**src/hw/whd_pkg.sv**
```systemverilog
// Constants shared by the health watchdog design.
// Assumes a single 100 MHz clock and a synchronous active-high reset.
package whd_pkg;

    // Clock and supervision timing
    localparam int unsigned CLK_PERIOD_NS = 10;
    localparam int unsigned WINDOW_MS     = 300;
    localparam int unsigned WINDOW_TOL_MS = 50;
    localparam int unsigned WINDOW_CYC    =
        WINDOW_MS * 1000000 / CLK_PERIOD_NS;
    localparam int unsigned CLKSTOP_NS    = 1000;
    localparam int unsigned CLKSTOP_CYC   = CLKSTOP_NS / CLK_PERIOD_NS;
    localparam int unsigned CNT_W         = 25;
    localparam int unsigned CLKSTOP_W     = 8;

    // Window timers
    localparam int unsigned NUM_TMR  = 3;
    localparam int unsigned TMR_SELF = 0;
    localparam int unsigned TMR_SCAN = 1;
    localparam int unsigned TMR_OVR  = 2;

    // Register port
    localparam int unsigned ADDR_W = 8;
    localparam int unsigned DATA_W = 32;
    localparam logic [ADDR_W-1:0] OFF_CTRL     = 8'h00;
    localparam logic [ADDR_W-1:0] OFF_STATUS   = 8'h04;
    localparam logic [ADDR_W-1:0] OFF_IRQ_STAT = 8'h08;
    localparam logic [ADDR_W-1:0] OFF_IRQ_MASK = 8'h0C;

    // Control register fields
    localparam int unsigned CTRL_RUN_BIT = 0;

    // Status register fields
    localparam int unsigned ST_HEALTH_BIT  = 0;
    localparam int unsigned ST_RUNLAMP_BIT = 1;
    localparam int unsigned ST_RUNMODE_BIT = 2;
    localparam int unsigned ST_SELFEXP_BIT = 3;
    localparam int unsigned ST_SCANEXP_BIT = 4;
    localparam int unsigned ST_OVR_BIT     = 5;
    localparam int unsigned ST_CLKSTP_BIT  = 6;

    // Interrupt status and mask fields
    localparam int unsigned IRQ_W         = 3;
    localparam int unsigned IRQ_FAIL_BIT  = 0;
    localparam int unsigned IRQ_CLKSTP_BIT = 1;
    localparam int unsigned IRQ_SCAN_BIT  = 2;
    localparam logic [IRQ_W-1:0] IRQ_MASK_RST = 3'h0;
    localparam logic [DATA_W-1:0] RD_ZERO = 32'h0000_0000;

    typedef enum logic {
        MODE_STOP,
        MODE_RUN
    } whd_mode_e;

endpackage : whd_pkg

```
**src/hw/whd_tmr_if.sv**
```systemverilog
// Control and status of one supervision window timer.
// Assumes all signals belong to the single system clock domain.
`timescale 1ns/100ps
`default_nettype none
interface whd_tmr_if;
    logic restart;
    logic run;
    logic expired;

    modport ctl (output restart, output run, input expired);
    modport tmr (input restart, input run, output expired);
endinterface : whd_tmr_if
`default_nettype wire

```
**src/hw/whd_window_timer.sv**
```systemverilog
// Supervision window timer: expires after LIMIT counting cycles.
// Assumes restart and run are synchronous to clk.
`timescale 1ns/100ps
`default_nettype none
module whd_window_timer
    import whd_pkg::*;
#(
    parameter int unsigned LIMIT = WINDOW_CYC
) (
    input  wire logic clk,
    input  wire logic sys_rst,
    whd_tmr_if.tmr    t
);
    localparam logic [CNT_W-1:0] LAST = CNT_W'(LIMIT - 1);

    logic [CNT_W-1:0] cnt;
    logic [CNT_W-1:0] next_cnt;
    logic             expired;
    logic             next_expired;

    always_comb begin
        next_cnt     = cnt;
        next_expired = expired;
        if (t.restart) begin
            next_cnt     = '0;
            next_expired = 1'b0;
        end else if (t.run && !expired) begin
            if (cnt == LAST) begin
                next_expired = 1'b1;
            end else begin
                next_cnt = cnt + CNT_W'(1);
            end
        end
    end

    always_ff @(posedge clk) begin
        if (sys_rst) begin
            cnt     <= '0;
            expired <= 1'b0;
        end else begin
            cnt     <= next_cnt;
            expired <= next_expired;
        end
    end

    assign t.expired = expired;
endmodule : whd_window_timer
`default_nettype wire

```
**src/hw/whd_clk_monitor.sv**
```systemverilog
// Detects a stopped monitored system clock by its missing toggles.
// Assumes the monitored level is already synchronous to clk.
`timescale 1ns/100ps
`default_nettype none
module whd_clk_monitor
    import whd_pkg::*;
(
    input  wire logic clk,
    input  wire logic sys_rst,
    input  wire logic sysClkIn,
    output var  logic stopped
);
    localparam logic [CLKSTOP_W-1:0] LAST = CLKSTOP_W'(CLKSTOP_CYC - 1);

    logic                 prevLvl;
    logic [CLKSTOP_W-1:0] quiet;
    logic [CLKSTOP_W-1:0] next_quiet;
    logic                 next_stopped;

    always_comb begin
        next_quiet   = quiet;
        next_stopped = stopped;
        if (sysClkIn != prevLvl) begin
            next_quiet   = '0;
            next_stopped = 1'b0;
        end else if (quiet == LAST) begin
            next_stopped = 1'b1;
        end else begin
            next_quiet = quiet + CLKSTOP_W'(1);
        end
    end

    always_ff @(posedge clk) begin
        if (sys_rst) begin
            prevLvl <= 1'b0;
            quiet   <= '0;
            stopped <= 1'b0;
        end else begin
            prevLvl <= sysClkIn;
            quiet   <= next_quiet;
            stopped <= next_stopped;
        end
    end
endmodule : whd_clk_monitor
`default_nettype wire

```
**src/hw/whd_watchdog.sv**
```systemverilog
// CPU health watchdog: health and run lamps, forced stop, I/O reset.
// Assumes event pulses and levels are synchronous to clk.
//
// How it works
// - Health lamp stays lit while a self-test pass arrives in each window.
// - Health lamp goes dark once a window passes with no self-test pass.
// - A program pass longer than the window is a fault and darkens it.
// - A missed self-test or overrun forces STOP and resets the I/O chain.
// - Run lamp needs RUN mode, good health and a scan in each window.
// - Run lamp is off whenever the CPU is in STOP mode.
// - Health lamp ignores the mode and works in RUN and STOP alike.
// - A stopped system clock darkens the health lamp while it lasts.
//
// Decided for this implementation: the register addresses and the plain strobed port.
`timescale 1ns/100ps
`default_nettype none
module whd_watchdog
    import whd_pkg::*;
#(
    parameter int unsigned WINDOW_CYCLES = WINDOW_CYC
) (
    input  wire logic              clk,
    input  wire logic              sys_rst,
    input  wire logic              selfTestPass,
    input  wire logic              scanDone,
    input  wire logic              progBusy,
    input  wire logic              sysClkIn,
    input  wire logic [ADDR_W-1:0] regAddr,
    input  wire logic [DATA_W-1:0] regWrData,
    input  wire logic              regWr,
    input  wire logic              regRd,
    output var  logic [DATA_W-1:0] regRdData,
    output var  logic              healthLamp,
    output var  logic              runLamp,
    output var  logic              stopMode,
    output var  logic              ioChainRst,
    output var  logic              irq
);

    function automatic logic regHit(input logic [ADDR_W-1:0] a,
                                    input logic [ADDR_W-1:0] off);
        regHit = (a == off);
    endfunction : regHit

    whd_tmr_if tmr [NUM_TMR] ();

    logic [NUM_TMR-1:0] tmrExp;
    logic               clkStopped;

    // Supervision timers: self-test, scan and program overrun
    genvar gi;
    generate
        for (gi = 0; gi < NUM_TMR; gi++) begin : g_tmr
            whd_window_timer #(
                .LIMIT (WINDOW_CYCLES)
            ) u_tmr (
                .clk     (clk),
                .sys_rst (sys_rst),
                .t       (tmr[gi])
            );
            assign tmrExp[gi] = tmr[gi].expired;
        end
    endgenerate

    whd_mode_e mode;
    whd_mode_e next_mode;

    // Single-cycle event pulses restart the windows
    assign tmr[TMR_SELF].restart = selfTestPass;
    assign tmr[TMR_SELF].run     = 1'b1;
    assign tmr[TMR_SCAN].restart = scanDone || (mode == MODE_STOP);
    assign tmr[TMR_SCAN].run     = (mode == MODE_RUN);
    // Overrun timer counts only while a program pass is in progress
    assign tmr[TMR_OVR].restart  = !progBusy;
    assign tmr[TMR_OVR].run      = progBusy;

    whd_clk_monitor u_clkmon (
        .clk      (clk),
        .sys_rst  (sys_rst),
        .sysClkIn (sysClkIn),
        .stopped  (clkStopped)
    );

    logic failNow;
    logic failPrev;
    logic healthOk;
    logic scanOk;
    logic clkStopPrev;
    logic scanExpPrev;

    assign failNow  = tmrExp[TMR_SELF] || tmrExp[TMR_OVR];
    // Mode plays no part in health, so it holds in RUN and STOP
    assign healthOk = !failNow && !clkStopped;
    assign scanOk   = !tmrExp[TMR_SCAN];

    logic [IRQ_W-1:0]  irqStat;
    logic [IRQ_W-1:0]  irqMask;
    logic [IRQ_W-1:0]  next_irqStat;
    logic [IRQ_W-1:0]  next_irqMask;
    logic [IRQ_W-1:0]  irqEvent;
    logic [DATA_W-1:0] statusWord;
    logic [DATA_W-1:0] next_rdData;
    logic              next_healthLamp;
    logic              next_runLamp;
    logic              next_stopMode;
    logic              next_ioChainRst;
    logic              next_irq;

    always_comb begin
        statusWord                 = RD_ZERO;
        statusWord[ST_HEALTH_BIT]  = healthLamp;
        statusWord[ST_RUNLAMP_BIT] = runLamp;
        statusWord[ST_RUNMODE_BIT] = (mode == MODE_RUN);
        statusWord[ST_SELFEXP_BIT] = tmrExp[TMR_SELF];
        statusWord[ST_SCANEXP_BIT] = tmrExp[TMR_SCAN];
        statusWord[ST_OVR_BIT]     = tmrExp[TMR_OVR];
        statusWord[ST_CLKSTP_BIT]  = clkStopped;
    end

    // Mode, lamps and I/O reset
    always_comb begin
        next_mode = mode;
        if (regWr && regHit(regAddr, OFF_CTRL)) begin
            next_mode = regWrData[CTRL_RUN_BIT] ? MODE_RUN : MODE_STOP;
        end
        // Safety wins over a concurrent software RUN request
        if (failNow) begin
            next_mode = MODE_STOP;
        end
        next_stopMode   = (next_mode == MODE_STOP);
        next_ioChainRst = failNow && !failPrev;
        next_healthLamp = healthOk;
        // New mode, so the run lamp never lags stopMode by a cycle
        unique case (next_mode)
            MODE_RUN:  next_runLamp = healthOk && scanOk;
            MODE_STOP: next_runLamp = 1'b0;
        endcase
    end

    always_ff @(posedge clk) begin
        if (sys_rst) begin
            mode        <= MODE_STOP;
            stopMode    <= 1'b1;
            ioChainRst  <= 1'b0;
            healthLamp  <= 1'b0;
            runLamp     <= 1'b0;
            failPrev    <= 1'b0;
            clkStopPrev <= 1'b0;
            scanExpPrev <= 1'b0;
        end else begin
            mode        <= next_mode;
            stopMode    <= next_stopMode;
            ioChainRst  <= next_ioChainRst;
            healthLamp  <= next_healthLamp;
            runLamp     <= next_runLamp;
            failPrev    <= failNow;
            clkStopPrev <= clkStopped;
            scanExpPrev <= tmrExp[TMR_SCAN];
        end
    end

    // Interrupts: sticky, write one to clear, set beats clear
    always_comb begin
        irqEvent                 = '0;
        irqEvent[IRQ_FAIL_BIT]   = failNow && !failPrev;
        irqEvent[IRQ_CLKSTP_BIT] = clkStopped && !clkStopPrev;
        irqEvent[IRQ_SCAN_BIT]   = tmrExp[TMR_SCAN] && !scanExpPrev;
        next_irqStat = irqStat;
        next_irqMask = irqMask;
        if (regWr && regHit(regAddr, OFF_IRQ_STAT)) begin
            next_irqStat = irqStat & ~regWrData[IRQ_W-1:0];
        end
        if (regWr && regHit(regAddr, OFF_IRQ_MASK)) begin
            next_irqMask = regWrData[IRQ_W-1:0];
        end
        next_irqStat = next_irqStat | irqEvent;
        next_irq     = |(next_irqStat & next_irqMask);
    end

    always_ff @(posedge clk) begin
        if (sys_rst) begin
            irqStat <= '0;
            irqMask <= IRQ_MASK_RST;
            irq     <= 1'b0;
        end else begin
            irqStat <= next_irqStat;
            irqMask <= next_irqMask;
            irq     <= next_irq;
        end
    end

    // Read port; data stand one cycle after the strobe only
    always_comb begin
        next_rdData = RD_ZERO;
        if (regRd) begin
            if (regHit(regAddr, OFF_CTRL)) begin
                next_rdData[CTRL_RUN_BIT] = (mode == MODE_RUN);
            end else if (regHit(regAddr, OFF_STATUS)) begin
                next_rdData = statusWord;
            end else if (regHit(regAddr, OFF_IRQ_STAT)) begin
                next_rdData[IRQ_W-1:0] = irqStat;
            end else if (regHit(regAddr, OFF_IRQ_MASK)) begin
                next_rdData[IRQ_W-1:0] = irqMask;
            end
        end
    end

    always_ff @(posedge clk) begin
        if (sys_rst) begin
            regRdData <= RD_ZERO;
        end else begin
            regRdData <= next_rdData;
        end
    end
endmodule : whd_watchdog
`default_nettype wire

```
**config.mk**
```make
export PLATFORM = sky130hd
export DESIGN_NAME = whd_watchdog
export DESIGN_NICKNAME = d
export VERILOG_FILES = /design/src/hw/whd_pkg.sv /design/src/hw/whd_tmr_if.sv /design/src/hw/whd_window_timer.sv /design/src/hw/whd_clk_monitor.sv /design/src/hw/whd_watchdog.sv
export SDC_FILE = /design/constraint.sdc
export NUM_CORES = 1
export LEC_CHECK = 0
export ABC_CLOCK_PERIOD_IN_PS = 4700
export BUFFER_PORTS_ARGS = -buffer_cell sky130_fd_sc_hd__buf_2
export CAP_MARGIN = 10
export CORE_MARGIN = 10
export CORE_UTILIZATION = 40
export DETAILED_ROUTE_END_ITERATION = 16
export PLACE_DENSITY_LB_ADDON = 0.05
export SLEW_MARGIN = 25
export SYNTH_ARGS = -nofsm -noshare
export SYNTH_HDL_FRONTEND = slang
export SYNTH_SLANG_ARGS = --single-unit
export TNS_END_PERCENT = 50
```
**constraint.sdc**
```tcl
create_clock -name clk -period 4.7 [get_ports clk]
set_input_delay 0.47 -clock clk [delete_from_list [all_inputs] [get_ports clk]]
set_output_delay 0.47 -clock clk [all_outputs]
set_load 0.02 [all_outputs]
```
# --- After elaboration in Yosys (flattened, before gate mapping) ---
# Cells that the tools add are included.
classes:
  add_sub_neg: 4
  n_bitwise: 13
  mux: 12
  n_eq_ne: 8
  reduce_logical: 33
op_table:
  columns: ["cell", "count"]
  rows:
  - ["25-bit by 1-bit adder with 25-bit output, second input constant", 3]
  - ["25-bit == test, second input constant", 3]
  - ["8-bit by 4-bit == test with 1-bit output, second input constant", 2]
  - ["3-bit 2-to-1 mux", 5]
  - ["1-bit logical AND", 10]
  - ["2-bit AND reduction", 5]
  - ["2-bit OR reduction", 5]
  - ["1-bit NOT", 9]
  - ["8-bit by 1-bit adder with 8-bit output, second input constant", 1]
  - ["8-bit by 3-bit == test with 1-bit output, second input constant", 1]
  - ["8-bit by 7-bit == test with 1-bit output, second input constant", 1]
  - ["8-bit logical NOT", 1]
  - ["1-bit logical NOT", 7]
  - ["3-bit AND", 2]
  - ["1-bit 2-to-1 mux", 6]
  - ["3-bit OR reduction", 2]
  - ["4-bit OR reduction", 1]
  - ["3-bit NOT", 1]
  - ["3-bit bitwise OR", 1]
  - ["1-bit logical OR", 2]
  - ["1-bit one-hot mux with 2 select lines", 1]
  - ["1-bit != test", 1]
word_totals:
  register_bits: 135
  input_bits: 48
  output_inout_bits: 37
  wordCells: 93

# --- Longest topological paths before layout ---
# Gate-level depths: netlist (run 1).
depth:
  depth_word: 6
  depth_mapped: 8
  mapped_depth_nobuf: 6

# --- Cells and area by module ---
# A second synthesis (run 1) with hierarchy kept.
unflattened:
  hier_cells: 634
  area_unflattened_um2: 5489.0
by_module_without_submodules:
  columns: ["mod", "cells_per_inst", "area_each_um2", "n_inst", "seq_area_each_um2"]
  rows:
  - ["whd_window_timer", 158, 1315.0, 3, 520.5]
  - ["whd_watchdog", 112, 1071.0, 1, 440.4]
  - ["whd_clk_monitor", 48, 473.0, 1, 200.2]

# --- Least setup slack after synthesis (run 1) ---
# Ideal clock, no wire load.
synth_timing:
  path_kind: "reg-to-reg"
  from: "register g_tmr[1].u_tmr.cnt[7]"
  to: "register g_tmr[1].u_tmr.cnt[6]"
  setup_slack_ns: 2.579
  setup_time_ns: 0.133
  required_time_ns: 4.567
  synth_period_minus_slack_ns: 2.121
  stages_incl_launch_ff: 7
  t_arrival_ns: 1.988
  n_path_buf: 1
  path_cell_list: "dfxtp_1 or4_1 or4_4 o31ai_4 buf_6 or3_2 a21oi_2"
synth_between:
  elab_chain_len: 3
synth_lines:
  columns: ["element", "line_no", "text"]
  rows:
  - ["from (decl)", "whd_window_timer.sv:16", "logic [CNT_W-1:0] cnt;"]
  - ["from (signal assigned)", "whd_window_timer.sv:41", "cnt <= next_cnt;"]
  - ["25-bit == test", "whd_window_timer.sv:28", "if (cnt == LAST) begin"]
  - ["1-bit NOT (no line)", null, null]
  - ["2-bit AND reduction (no line)", null, null]
# No other way between the ends.
# A chain may end at the register's enable or synchronous reset.

# --- Final worst setup path (run 1) ---
layout_timing:
  from: "register g_tmr[1].u_tmr.cnt[7]"
  to: "register g_tmr[1].u_tmr.cnt[10]"
layout_between:
  elab_chain_len: 3
  elab_cells_between_ends: 4
  classes_between: "add/sub (1); eq/ne (1); bitwise (1); reduce/logical (1)"
layout_lines:
  columns: ["element"]
  rows:
  - ["parallel branches: the longest is 3 deep, another holds 25-bit by 1-bit adder with 25-bit output"]
# Parallel ways; which one is timed is not known.

==> results of run 1 <==
state kept, by name (all words and copies together), names as in the netlist, 3 cells and up:
register / flops
g_tmr.u_tmr.t.expired: 3
irqStat: 3
g_tmr.u_tmr.cnt: 75
regRdData: 7
u_clkmon.quiet: 8
irqMask: 3
final timing paths:
path                                              end  slack, ns  cells after the start
hold / removal            u_clkmon.prevLvl$_SDFF_PP0_       0.36                      2
setup / recovery  g_tmr[1].u_tmr.cnt[10]$_SDFFE_PP0P_       2.25                      5
hold reg to reg                 ioChainRst$_SDFF_PP0_       0.43                      1
setup reg to reg  g_tmr[1].u_tmr.cnt[10]$_SDFFE_PP0P_       2.25                      5
synth_stat cells (all sizes together) (3+ instances only):
library cell | instances | share of area
nand4 | 18 | 0.022
nand3 | 39 | 0.038
nand2 | 42 | 0.031
and3 | 15 | 0.018
a21oi | 30 | 0.032
dfxtp | 110 | 0.43
or3 | 30 | 0.037
xnor2 | 19 | 0.032
ha | 4 | 0.0097
o21ai | 31 | 0.031
buf | 29 | 0.041
nor2b | 8 | 0.0097
and4 | 7 | 0.012
nand2b | 5 | 0.0061
or2 | 3 | 0.0036
o31ai | 5 | 0.011
nor2 | 64 | 0.046
nor4bb | 5 | 0.0097
nor3 | 15 | 0.015
clkbuf | 20 | 0.015
mux2i | 5 | 0.0097
o211ai | 10 | 0.015
inv | 11 | 0.0080
nor4 | 8 | 0.0097
xor2 | 25 | 0.042
and2 | 8 | 0.0097
or4 | 12 | 0.019
final cells by class:
type / count / area share
Clock buffer: 10 / 0.04050
Clock inverter: 6 / 0.01217
Inverter: 11 / 0.007303
Multi-Input combinational cell: 456 / 0.4859
Sequential cell: 110 / 0.3895
Tap cell: 172 / 0.03806
Timing Repair Buffer: 30 / 0.02655
logic make-up after synthesis:
kind of cell,after synthesis
multiplexers,6
flip-flops,110
buffers and inverters,60
AO/OA/AOI/OAI,87
adder cells (fa/ha/maj),4
AND/OR/NAND/NOR,290
XOR/XNOR,44
other,1
power breakdown:
group / leakage, nW / total, mW / internal (mW) / switching [mW]
clock: 0.143 / 0.775 / 0.418 / 0.357
sequential: 0.887 / 0.938 / 0.935 / 0.00343
combinational: 0.877 / 0.0609 / 0.0147 / 0.0462
total: 1.91 / 1.77 / 1.37 / 0.407
routing by layer:
metal	vias up	GRT usage	wire [um]
li1	2133	-	-
met4	0	0.03083	96
met2	73	0.2007	5213
met1	1947	0.1783	5666
met5	-	0	0
met3	9	0.04699	606
cell usage in the layout (no fill, tap or decap), types with 3 or more instances in the layout:
cell type	count
nand3_1	39
dfxtp_1	110
nor2_1	64
xnor2_1	19
a21oi_1	26
buf_2	30
or3_2	4
nor3_1	15
or4_1	9
a21oi_2	4
o31ai_1	3
nor2b_1	8
nor4bb_1	4
nor4_1	8
or3_1	26
inv_1	10
ha_1	4
nand2_1	42
clkbuf_16	9
o211ai_1	10
and4_1	7
mux2i_1	5
xor2_1	25
o21ai_1	4
and3_1	14
nand4_1	18
nand2b_1	5
conb_1	25
and2_1	8
o21ai_0	25
through the flow:
step	cells	power [mW]	instance area, um^2	utilization	hold slack (ns)
after floorplan	626	1.019	5259	-	0.4021
after global placement	779	1.019	5338	0.4230	0.4119
after detailed placement	779	1.020	5348	0.4238	0.4154
after CTS	795	1.807	5645	0.4474	0.3419
after global routing	795	1.853	5654	0.4480	0.3808
final	795	1.774	5654	0.4480	0.3588
worst max-delay path: stages (launching register included):
cell and delay [ns]:
dfxtp_1 0.36, or4_1 0.54, or4_4 0.57, o31ai_4 0.56, or4_2 0.24, a21oi_2 0.05
==> flow_summary.yaml, run 1 <==
clock_network:
  cts_made_buffers: 9
  htreeDepth: 3
  clk_path_buf_depth: 2
  postCtsHoldBufs: 0
  cts.sinks: 110
  clk_latency_ns: 0.35
  clock-root-buffer: "clkbuf_16"
  cts_setup_buffers: 0
  clk_pin_slew_ns: 0.07
  cts_tree: "built"
  ctsResizeCount: 0
place:
  gp_congestion: 0.7782
  dp_slack_ns: 2.247
  port_buffers: 30
  dp_hpwl_um: 8220
routing:
  wl_um: 11580
  vias_per_cell: 5.235
  first_pass_iters: 4
  drc_errors: 0
  drtAntennaViolNets: 0
  drt_iter0_drc: 223
  wire_per_inst_um: 14.57
  vias: 4162
yosys:
  synth_top_family_by_area: "simple AND/OR/NAND/NOR gates"
  ys_warn_count: 0
  synth_compound_area_frac: 0.1070
  synthArstFlopShare: 0
  synth.distinct_cells: 58
  yosys.area_share.simple: 0.3045
  synth_enable_flop_cells: 0
  synth_ff_type: "dfxtp_1"
  yosys-mux-area-fraction: 0.01404
  ys_ff_latch: 110
  synth_fa_ha_area_frac: 0.009683
  yosysSeqAreaShare: 0.4260
  synth_xor_area_frac: 0.07456
  avgSynthCellArea_um2: 8.586
  syn_inst: 602
  syn_area_mm2: 0.005169
worst_setup_path:
  worstReg2RegStart: "g_tmr[1].u_tmr.cnt[7]$_SDFFE_PP0P_"
  endpoint_kind: "flop"
  crit_path_start_kind: "flop"
  startpoint: "g_tmr[1].u_tmr.cnt[7]$_SDFFE_PP0P_"
  crit_type: "reg -> reg"
  critPathMaxFanout: 15
  required_ns: 4.93
  cp.arrival_ns: 2.68
grt:
  grt_max_degree: 26
  antenna_found_initial: 0
  grt_overflow: 0
  grt_pass1_wl_um: 20000
  grt_pass1_vias: 4014
  groute.usage.overall: 0.1334
job:
  maxCapViolations: 0
power_and_ir_drop:
  ir_worst_vdd_v: 0.0002170
  leakage_nw: 1.908
  pwr_density_cell_mw_per_mm2: 313.7
sta:
  hold_viol: 0
  rsz0062_at_grt: "false"
  clock-skew-final_ns: 0.004704
  worst_pin_slew_ns: 0.9947
  period_needed_ns: 2.453
  period_share: 0.5218
  slew_viol_final: 0
  tns_ns: 0
  max_freq_mhz: 407.7
  setup_viol: 0
  max_slew_margin: 0.3368
  setup_ws_ns: 2.247
cells_and_area:
  drive_above_1_share: 0.1091
  diodes: 0
  fill_cells: 1329
  nNetsFinal: 670
  area_growth_pct: 9.392
  multi_input_area_mm2: 0.002748
  regArea_mm2: 0.002202
floorplan:
  coreArea_mm2: 0.01262
  pin_count: 85
  die_w_um: 133.7
  die_y_um: 133.7
  start_util: 0.4096
  die-area_mm2: 0.01787
  row_count: 41
worst_hold_path:
  worst_hold_path_type: "in -> reg"
  hp-start: "sysClkIn"
run_status:
  status: "finished, final reports clean"
No activity file was read; power rests on OpenSTA's default activity.
==> run 2: changes to the inputs <==
ABC_CLOCK_PERIOD_IN_PS = 2200   (was 4700)
clock period = 2.2 ns   (was 4.7 ns; I/O delays follow)
==> flow_summary.yaml, run 2 (synthesized netlist as in run 1, its figures left out) <==
power_and_ir_drop:
  p_clk_frac: 0.437
  intPower_mw: 2.954
  power.switching_mw: 0.8560
  ir_worst_vdd_v: 0.0004715
  leakage_nw: 2.023
  switching_share: 0.2247
  total_power_mw: 3.810
  combPwrFrac: 0.037
  pwr_density_cell_mw_per_mm2: 655.7
  power_frac_seq: 0.526
clock_network:
  cts_setup_buffers: 0
  postCtsHoldBufs: 0
  cts.sinks: 110
  clk_pin_slew_ns: 0.07
  htreeDepth: 3
  clk_latency_ns: 0.36
  cts_tree: "built"
  clk_path_buf_depth: 2
  clock-root-buffer: "clkbuf_16"
  cts_made_buffers: 9
  ctsResizeCount: 0
worst_setup_path:
  startpoint: "g_tmr[1].u_tmr.cnt[13]$_SDFFE_PP0P_"
  critPathMaxFanout: 9
  required_ns: 2.44
  crit_type: "reg -> reg"
  worstReg2RegStart: "g_tmr[1].u_tmr.cnt[13]$_SDFFE_PP0P_"
  cp.arrival_ns: 2.37
  endpoint_kind: "flop"
  crit_path_start_kind: "flop"
sta:
  period_share: 0.9667
  hold_viol: 0
  max_slew_margin: 0.6564
  clock-skew-final_ns: 0.009162
  rsz0062_at_grt: "false"
  period_needed_ns: 2.127
  worst_pin_slew_ns: 0.5107
  slew_viol_final: 0
  setup_viol: 0
  max_freq_mhz: 470.2
  tns_ns: 0
routing:
  vias: 4203
  drc_errors: 0
  vias_per_cell: 5.138
  drtAntennaViolNets: 0
  wire_per_inst_um: 14.23
  wl_um: 11640
  first_pass_iters: 4
  drt_iter0_drc: 204
place:
  port_buffers: 30
  place_inst: 802
  gp_congestion: 0.8166
  dp_hpwl_um: 8576
floorplan:
  pin_count: 85
  coreArea_mm2: 0.01262
  row_count: 41
  die_y_um: 133.7
  die_w_um: 133.7
  die-area_mm2: 0.01787
  start_util: 0.4096
cells_and_area:
  nNetsFinal: 693
  largest_reg_flops: 75
  fin_cells: 818
  final_common_cell: "dfxtp_1"
  drive_above_1_share: 0.1378
  area_growth_pct: 12.42
  diodes: 0
  reg_top3: "g_tmr.u_tmr.cnt: 75 flops, u_clkmon.quiet: 8 flops, regRdData: 7 flops"
  regMostFlops: "g_tmr.u_tmr.cnt"
  mostFrequentLayoutCells: "dfxtp_1 (110), nor2_1 (64), nand2_1 (42)"
grt:
  antenna_found_initial: 0
  grt_max_degree: 24
  grt_pass1_wl_um: 19840
  grt_overflow: 0
  groute.usage.overall: 0.1331
  grt_pass1_vias: 4095
run_status:
  status: "finished, final reports clean"
worst_hold_path:
  hp-start: "sysClkIn"
  worst_hold_path_type: "in -> reg"
job:
  maxCapViolations: 0
## run 2: cell type report
cell class | count | area, um^2
well taps | 172 | 215.2
flip-flops and latches | 110 | 2202
multi-input cells | 456 | 2729
inverters | 11 | 41.29
clock buffers | 11 | 242.7
fillers | 1281 | 6809
repair buffers | 53 | 322.8
clock inverters | 5 | 57.56
## run 2: final timing paths
path | to | slack, ns | cells after the start
worst max-delay path | g_tmr[1].u_tmr.cnt[7]$_SDFFE_PP0P_ | 0.07 | 6
worst min-delay path | u_clkmon.prevLvl$_SDFF_PP0_ | 0.1 | 2
worst max register to register | g_tmr[1].u_tmr.cnt[7]$_SDFFE_PP0P_ | 0.07 | 6
worst min register to register | ioChainRst$_SDFF_PP0_ | 0.44 | 1
## run 2: per-layer routing
| layer | vias up | routed length [um] | track usage |
|---|---|---|---|
| li1 | 2174 | - | - |
| met1 | 1944 | 5811 | 0.1722 |
| met2 | 73 | 5162 | 0.2059 |
| met3 | 12 | 499 | 0.03872 |
| met4 | 0 | 164 | 0.04716 |
| met5 | - | 0 | 0 |
## run 2: worst max-delay path, cell delays in order, from the launching register on
cell and delay (ns):
dfxtp_1 0.33, or4_1 0.50, or4_4 0.57, o31ai_4 0.24, buf_4 0.19, or3_2 0.13, a21oi_2 0.05
## run 2: power groups by stage
stage                     Combinational [mW]  Clock (mW)  Sequential [mW]
after global placement                 0.137           0             2.05
after global routing                   0.155        1.81             2.01
after CTS                              0.139        1.73             2.00
after detailed placement               0.138           0             2.05
after floorplan                        0.125           0             2.05
final                                  0.140        1.67             2.00
## run 2: per-stage QoR
stage / hold slack (ns) / area (um^2) / util / setup WS (ns)
6_report: 0.09815 / 5811 / 0.4604 / 0.07319
2_1_floorplan: 0.3482 / 5259 / - / 0.07895
5_1_grt: 0.1360 / 5811 / 0.4604 / 0.005121
4_1_cts: 0.09189 / 5811 / 0.4604 / 0.06182
3_3_place_gp: 0.4240 / 5510 / 0.4366 / 0.09523
3_5_place_dp: 0.4272 / 5510 / 0.4366 / 0.07618
